==> src/logic/dcm_defs.vh <==
// What this block does
// In normal mode the instruction tick is the high clock divided by a build-time N of 1 to 8.
// In slow mode the instruction tick is the low oscillator clock divided by four.
// With the noise filter built in, the high-clock divider never goes beyond four.
// Mode register bit 1 stops the high oscillator when set; the low oscillator keeps running.
// Mode register bit 2 picks the high clock when zero and the low clock when one.
// Mode field bits 4:3 pick normal 00, sleep 01, green 10, with 11 reserved.
// Sleep stops both the high and the low oscillator.
// The low oscillator stops only in sleep, or in green on the low clock with watchdog off.
// No separate control exists to stop the low oscillator.
// The low oscillator clocks the watchdog and the slow-mode system clock.
// The high-clock type is RC, 12M crystal or 4M crystal; RC turns the second pin into GPIO.
// With the RC type an external clock on the oscillator input pin is the high clock.
// Reset is lengthened by the start-up time of the chosen high-clock oscillator type.
// Either the high or the low clock may be the system clock.
// Reset clears mode field, clock select and stop bit; unused bits read as zero.
// The reserved mode code behaves as normal mode.
// Wake from sleep waits 2048 high clocks before normal mode; wake from green waits none.
//
// Purpose: constants of the dual clock mode control block
// Assumes: included by its bare name
// Notes: definitions only
`ifndef DCM_DEFS_VH
`define DCM_DEFS_VH

// ----------------------------------------
// register map
// ----------------------------------------
`define DCM_OSC_MODE_IDX 12'h0CA
`define DCM_OSC_MODE_ADDR (`DCM_OSC_MODE_IDX * 12'h004)
`define DCM_OSC_MODE_RST 8'h00
`define DCM_OSC_MODE_MASK 8'h1E

// ----------------------------------------
// field positions
// ----------------------------------------
`define DCM_STOP_BIT 1
`define DCM_CLKSEL_BIT 2
`define DCM_MODE_LSB 3
`define DCM_MODE_MSB 4

// ----------------------------------------
// mode codes
// ----------------------------------------
`define DCM_MODE_NORMAL 2'h0
`define DCM_MODE_SLEEP 2'h1
`define DCM_MODE_GREEN 2'h2
`define DCM_MODE_RSVD 2'h3

// ----------------------------------------
// oscillator types and counts
// ----------------------------------------
`define DCM_TYPE_RC 2'h0
`define DCM_TYPE_12M 2'h1
`define DCM_TYPE_4M 2'h2
`define DCM_DIV_MAX 4'h8
`define DCM_DIV_FILT_MAX 4'h4
`define DCM_SLOW_DIV 4'h4
`define DCM_WAKE_CLKS 2048
`define DCM_START_RC 16
`define DCM_START_XTAL 4096

`endif

==> src/logic/dcm_tick_div.v <==
// Purpose: counts enable pulses and emits one tick per div pulses
// Assumes: div in 1..15, en is a one-cycle pulse
// Notes: tick is registered
`timescale 1ns/1ps
module dcm_tick_div #(
    parameter W = 4
) (
    input wire ref_clk,
    input wire arst_n,
    input wire en,
    input wire clr,
    input wire [W-1:0] div,
    output reg tick_q
);

reg [W-1:0] cnt_q;
reg [W-1:0] cnt_d;
reg tick_d;

// ----------------------------------------
// pulse counter
// ----------------------------------------
always @* begin
    cnt_d = cnt_q;
    tick_d = 1'b0;
    if (clr) begin
        cnt_d = {W{1'b0}};
    end else if (en) begin
        if (cnt_q >= div - {{(W-1){1'b0}}, 1'b1}) begin
            cnt_d = {W{1'b0}};
            tick_d = 1'b1;
        end else begin
            cnt_d = cnt_q + {{(W-1){1'b0}}, 1'b1};
        end
    end
end

always @(posedge ref_clk or negedge arst_n) begin
    if (!arst_n) begin
        cnt_q <= {W{1'b0}};
        tick_q <= 1'b0;
    end else begin
        cnt_q <= cnt_d;
        tick_q <= tick_d;
    end
end

endmodule // dcm_tick_div

==> src/logic/dcm_clock_ctrl.v <==
// Purpose: system clock and operating mode control with an AHB-Lite register slave
// Assumes: oscillator inputs are sampled levels synchronous to ref_clk
// Notes: instruction rate leaves as a one-cycle tick, not a gated clock
`timescale 1ns/1ps
`include "dcm_defs.vh"
module dcm_clock_ctrl #(
    parameter [1:0] HCLK_TYPE = `DCM_TYPE_4M,
    parameter [3:0] CPU_DIV = 4'h4,
    parameter NOISE_FILTER = 1,
    parameter START_RC = `DCM_START_RC,
    parameter START_XTAL = `DCM_START_XTAL,
    parameter WAKE_CLKS = `DCM_WAKE_CLKS
) (
    input wire ref_clk,
    input wire arst_n,
    input wire hsel,
    input wire [31:0] haddr,
    input wire [1:0] htrans,
    input wire hwrite,
    input wire [2:0] hsize,
    input wire [31:0] hwdata,
    input wire hready,
    output wire hreadyout,
    output wire hresp,
    output reg [31:0] hrdata,
    input wire osc_input_pin,
    input wire low_osc_in,
    input wire wdt_en,
    input wire wake_req,
    output wire high_osc_run,
    output wire low_osc_run,
    output wire sys_clk_low,
    output wire [1:0] cpu_mode_field,
    output reg cpu_tick_q,
    output reg wdt_tick_q,
    output reg cpu_run_q,
    output wire osc_out_is_gpio
);

localparam S_RST_WAIT = 2'h0;
localparam S_RUN = 2'h1;
localparam S_WAKE_WAIT = 2'h2;
localparam [3:0] DIV_EFF = (NOISE_FILTER != 0 && CPU_DIV > `DCM_DIV_FILT_MAX) ?
    `DCM_DIV_FILT_MAX : ((CPU_DIV > `DCM_DIV_MAX) ? `DCM_DIV_MAX :
    ((CPU_DIV == 4'h0) ? 4'h1 : CPU_DIV));
localparam [15:0] START_CLKS = (HCLK_TYPE == `DCM_TYPE_RC) ? START_RC[15:0] :
    START_XTAL[15:0];
localparam [15:0] WAKE_CNT = WAKE_CLKS[15:0];

// ----------------------------------------
// bus slave
// ----------------------------------------
reg wr_pend_q;
reg [11:0] addr_q;
wire addr_hit;
wire req;
wire wr_now;
reg [7:0] osc_mode_q;
reg [7:0] osc_mode_d;
reg [1:0] state_q;
reg [1:0] state_d;
reg [15:0] cnt_q;
reg [15:0] cnt_d;
reg edge_arm_q;
wire [1:0] osc_level;
wire [1:0] osc_gate;
wire [1:0] osc_rise;
wire high_osc_option_edge;
wire losc_edge;
wire [1:0] mode_raw;
wire mode_sleep;
wire mode_green;
wire high_osc_option_on;
wire losc_on;
wire normal_en;
wire slow_en;
wire normal_tick;
wire slow_tick;
wire rd_req;
wire wr_req;
wire mode_exec;
reg [2:0] mode_dec;
reg [31:0] rd_word;

assign hreadyout = 1'b1;
assign hresp = 1'b0;
assign req = hsel && htrans[1] && hready;
assign addr_hit = (haddr[31:12] == 20'h00000) && (haddr[11:0] == `DCM_OSC_MODE_ADDR);
assign wr_now = wr_pend_q && (addr_q == `DCM_OSC_MODE_ADDR);
assign rd_req = req && !hwrite;
assign wr_req = req && hwrite && addr_hit;

always @(posedge ref_clk or negedge arst_n) begin
    if (!arst_n) begin
        wr_pend_q <= 1'b0;
        addr_q <= 12'h000;
    end else if (hready) begin
        wr_pend_q <= wr_req;
        addr_q <= haddr[11:0];
    end
end

// ----------------------------------------
// read mux
// ----------------------------------------
always @* begin
    rd_word = 32'h00000000;
    if (addr_hit) begin
        rd_word = {24'h000000, osc_mode_d};
    end
end

// read data latched at the address phase, forwarding a write in flight
always @(posedge ref_clk or negedge arst_n) begin
    if (!arst_n) begin
        hrdata <= 32'h00000000;
    end else if (rd_req) begin
        hrdata <= rd_word;
    end
end

// ----------------------------------------
// mode register
// ----------------------------------------
assign mode_raw = osc_mode_q[`DCM_MODE_MSB:`DCM_MODE_LSB];
assign mode_exec = mode_dec[0];
assign mode_sleep = mode_dec[1];
assign mode_green = mode_dec[2];
assign cpu_mode_field = mode_raw;

// ----------------------------------------
// mode decode
// ----------------------------------------
always @* begin
    mode_dec = 3'h1;
    case (mode_raw)
        `DCM_MODE_NORMAL: begin
            mode_dec = 3'h1;
        end
        `DCM_MODE_SLEEP: begin
            mode_dec = 3'h2;
        end
        `DCM_MODE_GREEN: begin
            mode_dec = 3'h4;
        end
        `DCM_MODE_RSVD: begin
            mode_dec = 3'h1;
        end
        default: begin
            mode_dec = 3'h1;
        end
    endcase
end

always @* begin
    osc_mode_d = osc_mode_q;
    if (wr_now) begin
        osc_mode_d = hwdata[7:0] & `DCM_OSC_MODE_MASK;
    end
    if (wake_req && mode_green) begin
        osc_mode_d[`DCM_MODE_MSB:`DCM_MODE_LSB] = `DCM_MODE_NORMAL;
    end
    if (wake_req && mode_sleep) begin
        osc_mode_d = `DCM_OSC_MODE_RST;
    end
end

always @(posedge ref_clk or negedge arst_n) begin
    if (!arst_n) begin
        osc_mode_q <= `DCM_OSC_MODE_RST;
    end else begin
        osc_mode_q <= osc_mode_d;
    end
end

// ----------------------------------------
// oscillator control
// ----------------------------------------
assign high_osc_option_on = !osc_mode_q[`DCM_STOP_BIT] && !mode_sleep;
assign losc_on = !mode_sleep &&
    !(mode_green && osc_mode_q[`DCM_CLKSEL_BIT] && !wdt_en);
assign high_osc_run = high_osc_option_on;
assign low_osc_run = losc_on;
assign sys_clk_low = osc_mode_q[`DCM_CLKSEL_BIT];
assign osc_out_is_gpio = (HCLK_TYPE == `DCM_TYPE_RC);

// high clock taken from the input pin in every type, external clock in RC
assign osc_level = {low_osc_in, osc_input_pin};
assign osc_gate = {losc_on, high_osc_option_on};

// ----------------------------------------
// oscillator edge detect
// ----------------------------------------
// no edge in the first cycle out of reset
always @(posedge ref_clk or negedge arst_n) begin
    if (!arst_n) begin
        edge_arm_q <= 1'b0;
    end else begin
        edge_arm_q <= 1'b1;
    end
end

genvar gi;
generate
    for (gi = 0; gi < 2; gi = gi + 1) begin : g_osc
        reg prev_q;
        always @(posedge ref_clk or negedge arst_n) begin
            if (!arst_n) begin
                prev_q <= 1'b0;
            end else begin
                prev_q <= osc_level[gi];
            end
        end
        assign osc_rise[gi] = osc_level[gi] && !prev_q && osc_gate[gi] && edge_arm_q;
    end
endgenerate

assign high_osc_option_edge = osc_rise[0];
assign losc_edge = osc_rise[1];

// ----------------------------------------
// start-up and wake wait
// ----------------------------------------
always @* begin
    state_d = state_q;
    cnt_d = cnt_q;
    case (state_q)
        S_RST_WAIT: begin
            if (high_osc_option_edge) begin
                if (cnt_q >= START_CLKS - 16'h0001) begin
                    state_d = S_RUN;
                    cnt_d = 16'h0000;
                end else begin
                    cnt_d = cnt_q + 16'h0001;
                end
            end
        end
        S_RUN: begin
            if (wake_req && mode_sleep) begin
                state_d = S_WAKE_WAIT;
                cnt_d = 16'h0000;
            end
        end
        S_WAKE_WAIT: begin
            if (high_osc_option_edge) begin
                if (cnt_q >= WAKE_CNT - 16'h0001) begin
                    state_d = S_RUN;
                    cnt_d = 16'h0000;
                end else begin
                    cnt_d = cnt_q + 16'h0001;
                end
            end
        end
        default: begin
            state_d = S_RST_WAIT;
            cnt_d = 16'h0000;
        end
    endcase
end

always @(posedge ref_clk or negedge arst_n) begin
    if (!arst_n) begin
        state_q <= S_RST_WAIT;
        cnt_q <= 16'h0000;
    end else begin
        state_q <= state_d;
        cnt_q <= cnt_d;
    end
end

// ----------------------------------------
// instruction rate
// ----------------------------------------
// reserved mode code runs as normal
assign normal_en = high_osc_option_edge && (state_q == S_RUN) && mode_exec &&
    !osc_mode_q[`DCM_CLKSEL_BIT];
assign slow_en = losc_edge && (state_q == S_RUN) && mode_exec &&
    osc_mode_q[`DCM_CLKSEL_BIT];

dcm_tick_div #(
    .W(4)
) u_normal_div (
    .ref_clk(ref_clk),
    .arst_n(arst_n),
    .en(normal_en),
    .clr(osc_mode_q[`DCM_CLKSEL_BIT]),
    .div(DIV_EFF),
    .tick_q(normal_tick)
);

dcm_tick_div #(
    .W(4)
) u_slow_div (
    .ref_clk(ref_clk),
    .arst_n(arst_n),
    .en(slow_en),
    .clr(!osc_mode_q[`DCM_CLKSEL_BIT]),
    .div(`DCM_SLOW_DIV),
    .tick_q(slow_tick)
);

always @(posedge ref_clk or negedge arst_n) begin
    if (!arst_n) begin
        cpu_tick_q <= 1'b0;
        wdt_tick_q <= 1'b0;
        cpu_run_q <= 1'b0;
    end else begin
        cpu_tick_q <= normal_tick || slow_tick;
        wdt_tick_q <= losc_edge;
        cpu_run_q <= (state_d == S_RUN);
    end
end

endmodule // dcm_clock_ctrl

==> config.mk <==
export PLATFORM = sky130hd
export DESIGN_NAME = dcm_clock_ctrl
export DESIGN_NICKNAME = d
export VERILOG_FILES = /design/src/logic/dcm_tick_div.v /design/src/logic/dcm_clock_ctrl.v
export VERILOG_INCLUDE_DIRS = /design/src /design/src/logic
export SDC_FILE = /design/constraint.sdc
export NUM_CORES = 1
export LEC_CHECK = 0
export ABC_AREA = 1
export BUFFER_PORTS_ARGS = -buffer_cell sky130_fd_sc_hd__buf_4
export CORE_ASPECT_RATIO = 0.6
export CORE_UTILIZATION = 50
export CTS_CLUSTER_DIAMETER = 150
export DETAILED_ROUTE_END_ITERATION = 10
export GPL_TIMING_DRIVEN = 0
export PLACE_DENSITY = 0.81
export SLEW_MARGIN = 20
export SYNTH_ARGS = -nofsm -noshare
export SYNTH_HDL_FRONTEND = slang
export SYNTH_SLANG_ARGS = --single-unit
==> constraint.sdc <==
create_clock -name ref_clk -period 2.34 [get_ports ref_clk]
set_clock_uncertainty 0.15 [all_clocks]
set_input_delay 0.468 -clock ref_clk [delete_from_list [all_inputs] [get_ports ref_clk]]
set_output_delay 0.468 -clock ref_clk [all_outputs]
set_load 0.05 [all_outputs]
# Word level (Yosys, flattened, before mapping)
# Cells that the tools add are included.
# W data, S select, Z words.
# totals
register_bits	87
out_inout_bits	43
word_cells	104
# op_classes
add_sub_neg	3
magnitude_cmp	4
n_eq_ne	12
muxes	29
reduce_logical	40
# ops
op	n
$mux W16	5
$pmux W16 S3	1
$logic_and A1 B1 Y1	25
$eq A12 B10 Y1 const B	2
$mux W4	6
$mux W8	3
$logic_not A20 Y1	1
$add A16 B1 Y16 const B	1
$ge A16 B11 Y1 const B	1
$ge A16 B12 Y1 const B	1
$mux W2	6
$pmux W3 S3	1
$add A4 B1 Y4 const B	2
$ge A4 B2 Y1 const B	2
$logic_not A1 Y1	8
$eq A2 B1 Y1 const B	3
$eq A2 B2 Y1 const B	3
$mux W1	6
$ne A2 B2 Y1 const B	3
$pmux W2 S3	1
$logic_not A2 Y1	2
$reduce_and A3 Y1	1
$ne A2 B1 Y1 const B	1
$reduce_bool A2 Y1	1
2 further kinds	2

# Logic depth before layout (Yosys ltp)
# depth
word_depth	14
depth_mapped	10
depth_no_buf	10

# By module
# Synthesis repeated with hierarchy kept, for this count alone.
# hier_totals
cells_unflattened	437
hier_area_um2	3549.7
# modules_own_cells
mod	instances	cells_per_inst	area_per_inst_um2
dcm_clock_ctrl	1	339	2776.4
dcm_tick_div	2	49	386.6

# Worst setup path after synthesis
# Ideal clock, no wire load.
# synth_timing
kind	reg2reg
from	register osc_mode_q[2]
to	register u_slow_div.cnt_q[0]
setup_time_ns	0.116
arrival_ns	2.128
required_time_ns	2.074
slack_ns	-0.054
stages_incl_launch_ff	7
path_buffers	0
path_cell_list	dfrtp_1 a31oi_1 nand4_1 nand2_1 inv_1 nand2_1 nand2_1
# synth_via
elab_chain_len	10
elab_cells_between_ends	11
cone_classes	eq/ne: 1; mux: 1; reduce/logical: 9
# synth_lines
element	line	text
start, declared	dcm_clock_ctrl.v:58	reg [7:0] osc_mode_q;
start signal, assigned	dcm_clock_ctrl.v:170	osc_mode_q <= `DCM_OSC_MODE_RST;
start signal, assigned	dcm_clock_ctrl.v:172	osc_mode_q <= osc_mode_d;
$logic_and A1 B1 Y1 (2 in a row)	dcm_clock_ctrl.v:181	!(mode_green && osc_mode_q[`DCM_CLKSEL_BIT] && !wdt_en);
$logic_not A1 Y1	dcm_clock_ctrl.v:181	
$logic_and A1 B1 Y1	dcm_clock_ctrl.v:180	assign losc_on = !mode_sleep &&
via low_osc_run	dcm_clock_ctrl.v:31	output wire low_osc_run,
$logic_and A1 B1 Y1 (2 in a row)	dcm_clock_ctrl.v:214	assign osc_rise[gi] = osc_level[gi] && !prev_q && osc_gate[gi] && edge_arm_q;
$logic_and A1 B1 Y1 (3 in a row)	dcm_clock_ctrl.v:277	assign slow_en = losc_edge && (state_q == S_RUN) && mode_exec &&
$ne A2 B1 Y1 (no line)	--	
end signal, assigned	dcm_tick_div.v:40	cnt_q <= {W{1'b0}};
end signal, assigned	dcm_tick_div.v:43	cnt_q <= cnt_d;
end, declared	dcm_tick_div.v:16	reg [W-1:0] cnt_q;
# The timed path passes the listed nets, and every way through them passes these cells.
# A chain may end at the register's enable or synchronous reset.

# Final worst setup path
# layout_timing
from	register osc_mode_q[4]
to	output port low_osc_run
# layout_via
elab_chain_len	7
elab_cells_between_ends	11
cone_classes	eq/ne: 3; mux: 1; reduce/logical: 7
# layout_lines
element	line	text
$eq A2 B2 Y1 or $logic_not A2 Y1 (tied branches)	dcm_clock_ctrl.v:136	case (mode_raw)
$reduce_or A2 Y1 (no line)	--	
$pmux W3 S3 (*)	dcm_clock_ctrl.v:136	
$logic_and A1 B1 Y1 (2 in a row)	dcm_clock_ctrl.v:181	
$logic_not A1 Y1	dcm_clock_ctrl.v:181	
$logic_and A1 B1 Y1 (*)	dcm_clock_ctrl.v:180	
end, declared	dcm_clock_ctrl.v:31	
# Mark *: on every way between the ends. The rest lies on a longest branch, timed or not.

==> parameters.txt <==
Parameter                              Value

Setup path
  Instance count on the critical path ... 4
  Crit Reg-Reg Startpoint ... osc_mode_q[4]
  Slowest CP cell ... sky130_fd_sc_hd__dfrtp_1
  Critical setup path kind ... flop to output pin
  CP Max Fanout ... 4
  Setup crit end kind ... output pin
  Worst path required time ... roughly 1700 ps
  Crit-path cells ... inv_1, ha_1, a31oi_2, buf_4
  Crit path buffers/inverters ... 2
  Slowest Stage Delay on Critical Path ... between 300 and 400 ps
  Capture point of the worst reg-to-reg path ... cnt_q[1]
  Worst reg-to-reg setup slack ... ~320 ps
  Crit start category ... flop
  Crit-path leading delay family ... flip-flops
  Cell count of the worst reg-to-reg path ... 10
  Worst path arrival time ... roughly 1600 ps

Routing
  Initial DRC Count ... approximately 170
  Post-route ant nets ... 0
  Vias post-DR ... between 2000 and 3000
  Wirelength, routed ... around 7.5 mm
  DRC ... 0
  Detail-routed net length per standard cell ... roughly 12 um
  Post-DR vias/cell ... 4.639
  Detailed Routing Iterations Pass 1 ... 4

Global route
  Pin count of the biggest net entering global routing ... 64
  Antenna violations before repair ... 0
  Leftover overflow at the end of global routing ... 0
  First-pass GRT wire length ... roughly 13 mm
  Number of global-route vias before repair ... around 2700
  Global-route usage over all layers ... 0.2436

Run
  Max-cap check violation count ... 0

STA
  Final worst path period need ... around 2200 ps
  F_max ... 0.4583 GHz
  Period Utilization, post-route ... 0.9326
  Number of setup violations in the final report ... 0
  Aggregate negative setup slack ... 0 ps
  Worst setup slack after layout ... 157.8 ps
  Final count of hold timing violations ... 0
  Number of slew-limit violations in the final report ... 0
  Slew at the pin closest to its max-slew limit ... about 770 ps
  Hold Slack ... a little under 40 ps
  Relative max-transition margin ... 0.4887
  Unrepaired setup endpoints after global routing ... false

Synth
  Synth unique cells ... 30
  Register bit count reported by yosys ... 63
  Post-Syn Area per Cell ... 7.701 um^2
  Proportion of synthesized chip area in sequential cells ... 0.4795
  Ys async rst share ... 1.000
  Number of flops mapped to enable cells by yosys ... 0
  Post-synth design cell area ... between 3000 and 4000 um^2
  Post-Syn Instances ... around 430
  Cell types occupying the most area after synthesis ... sky130_fd_sc_hd__dfrtp_1, sky130_fd_sc_hd__nand2_1, sky130_fd_sc_hd__nor2_1
  Yosys top cell area share ... 0.4795
  Synthesis warning total ... 0
  Post-synth top flop ... sky130_fd_sc_hd__dfrtp_1
  Cell taking the most area after synthesis ... sky130_fd_sc_hd__dfrtp_1

Clock tree
  Clock slew seen by the registers of the worst setup and hold paths ... 70 ps
  Root buffer cell ... sky130_fd_sc_hd__clkbuf_8
  Total clock sinks ... 63
  Number of buffers added to fix hold violations after cts ... 0
  Number of buffers added for setup after CTS ... 0
  Post-CTS sizing ... 0
  Num CTS Buffers ... 9
  Maximum level of the CTS H-tree ... 3
  TritonCTS clock tree ... yes
  Clock Tree Buf Depth ... 2
  Worst skew pair latency ... between 300 and 400 ps

Min path
  Hold/Removal Path Class ... primary input to asynchronous set/reset pin

Cells and area
  Layout-stage area growth over the synthesis result ... 26.41%
  Commonest non-fill, non-tap cell in the layout ... sky130_fd_sc_hd__nand2_1
  Final antenna diode count ... 0
  Share of layout cells above drive strength 1 ... 0.2306
  Filler-free cell count of the finished design ... approximately 600
  Util after Layout ... 0.6681
  Summed area of non-filler cells in the final layout ... between 4000 and 5000 um^2
  Highest-count cells in the layout ignoring fill and taps ... sky130_fd_sc_hd__nand2_1, sky130_fd_sc_hd__buf_4, sky130_fd_sc_hd__nor2_1, sky130_fd_sc_hd__dfrtp_1, sky130_fd_sc_hd__inv_1
  Fin nets ... 607
  Fillers ... 510

Power and ir drop
  Part of the total power dissipated in combinational logic ... 0.368
  Power per Cell Area ... approximately 920 nW/um^2
  Leakage power summed over all cells ... around 2.3 nW
  NetSw ... roughly 1.5 mW
  Share of power burned in registers ... 0.374
  Max IR drop VDD ... 0.0004000 V
  Int Pwr ... 2.304 mW
  Total power ... roughly 3.8 mW
  Clock share of power ... 0.259
  Switching power share of the total ... 0.3990

Outcome
  Status ... finished, final reports clean

Placement
  Number of buffers inserted by port buffering ... 60
  Number of cells in the design after placement ... roughly 600
  Routability congestion estimate from global placement ... approximately 0.9
  Minimum setup slack after placement ... about 350 ps
  HPWL after detailed placement ... approximately 5.6 mm
  Total placed instance area ... between 3000 and 4000 um^2

Floorplan
  Total I/O pin count ... between 100 and 150
  Total die area ... between 6000 and 7000 um^2
  DIE WIDTH ... 106.7 um
  Row count ... 22
  Core area ... around 6200 um^2
  Vertical die dimension ... approximately 65 um
  Starting density of the core ... 0.5286
worst max path at each step:
stage,from,end,slack [ps]
after floorplan,osc_mode_q[3],cnt_q[11],150
after global placement,osc_mode_q[3],cnt_q[11],420
after detailed placement,osc_mode_q[4],cnt_q[11],350
after CTS,osc_mode_q[4],low_osc_run,170
after global routing,osc_mode_q[4],low_osc_run,80
final,osc_mode_q[4],low_osc_run,160
state kept, by name, summed over array words and instances, names as in the netlist:
register / flops
hrdata: 8
u_normal_div.tick_q: 1
state_q: 2
cpu_tick_q: 1
wdt_tick_q: 1
wr_pend_q: 1
u_normal_div.cnt_q: 4
g_osc.prev_q: 2
addr_q: 12
osc_mode_q: 8
cnt_q: 16
u_slow_div.tick_q: 1
u_slow_div.cnt_q: 4
edge_arm_q: 1
cpu_run_q: 1
worst reg2reg max path, cell delays in order, from the launching register on:
cell                      delay (ps)
sky130_fd_sc_hd__dfrtp_1         410
sky130_fd_sc_hd__inv_1            70
sky130_fd_sc_hd__ha_1            270
sky130_fd_sc_hd__nand2_2         190
sky130_fd_sc_hd__nand3_4         140
sky130_fd_sc_hd__inv_4            40
sky130_fd_sc_hd__a21oi_4         250
sky130_fd_sc_hd__buf_6           190
sky130_fd_sc_hd__nand2_1          70
sky130_fd_sc_hd__nand3_1          90
sky130_fd_sc_hd__inv_1            40
kinds of logic (layout without fill, tap and decap cells):
family / count (synthesis) / count (layout) / synth area share
and+or+nand+nor: 237 / 237 / 0.3082
buffers and inverters: 94 / 170 / 0.1442
DFF: 63 / 63 / 0.4795
AOI/OAI and AO/OA: 24 / 24 / 0.04072
adders and majority gates: 5 / 5 / 0.01903
other: 2 / 28 / 0.002284
xor gates and xnor gates: 1 / 1 / 0.002664
muxes: 1 / 1 / 0.003424
Yosys cell counts (2+ instances only):
master                     number
sky130_fd_sc_hd__o21ai_1        6
sky130_fd_sc_hd__o21ai_0       15
sky130_fd_sc_hd__clkbuf_1       2
sky130_fd_sc_hd__nand2_2        2
sky130_fd_sc_hd__or2_2          2
sky130_fd_sc_hd__ha_1           5
sky130_fd_sc_hd__dfrtp_1       63
sky130_fd_sc_hd__nand4_1       10
sky130_fd_sc_hd__nor3_1         5
sky130_fd_sc_hd__inv_1         59
sky130_fd_sc_hd__buf_4         29
sky130_fd_sc_hd__nand2_1      106
sky130_fd_sc_hd__nand3_4        2
sky130_fd_sc_hd__nor2_1        82
sky130_fd_sc_hd__nand3_1       21
sky130_fd_sc_hd__conb_1         2
sky130_fd_sc_hd__nor2_2         3
power by group through the flow:
stage | Clock, mW | Combinational, mW | Sequential, mW
global placement | 0 | 1.34 | 1.43
detailed placement | 0 | 1.39 | 1.44
CTS | 1.01 | 1.40 | 1.43
finish | 0.991 | 1.41 | 1.43
global route | 1.06 | 1.56 | 1.46
floorplan | 0 | 0.990 | 1.46
final cells by class:
type | count | area [um^2] | area share
flip-flops and latches | 63 | 1577 | 0.3793
repair buffers | 60 | 450.4 | 0.1084
inverters | 61 | 232.7 | 0.05599
well taps | 84 | 105.1 | 0.02529
clock buffers | 13 | 168.9 | 0.04064
plain buffers | 33 | 241.5 | 0.05810
multi-input cells | 296 | 1341 | 0.3227
clock inverters | 3 | 40.04 | 0.009633
routing by layer:
| layer | part of all wire | GRT usage | up-vias |
|---|---|---|---|
| met4 | 0.014 | 0.06507 | 0 |
| met5 | 0 | 0 | - |
| met3 | 0.061 | 0.07545 | 13 |
| met2 | 0.43 | 0.3661 | 79 |
| met1 | 0.49 | 0.3418 | 1304 |
| li1 | - | - | 1448 |
(Power assumes the default switching activity.)
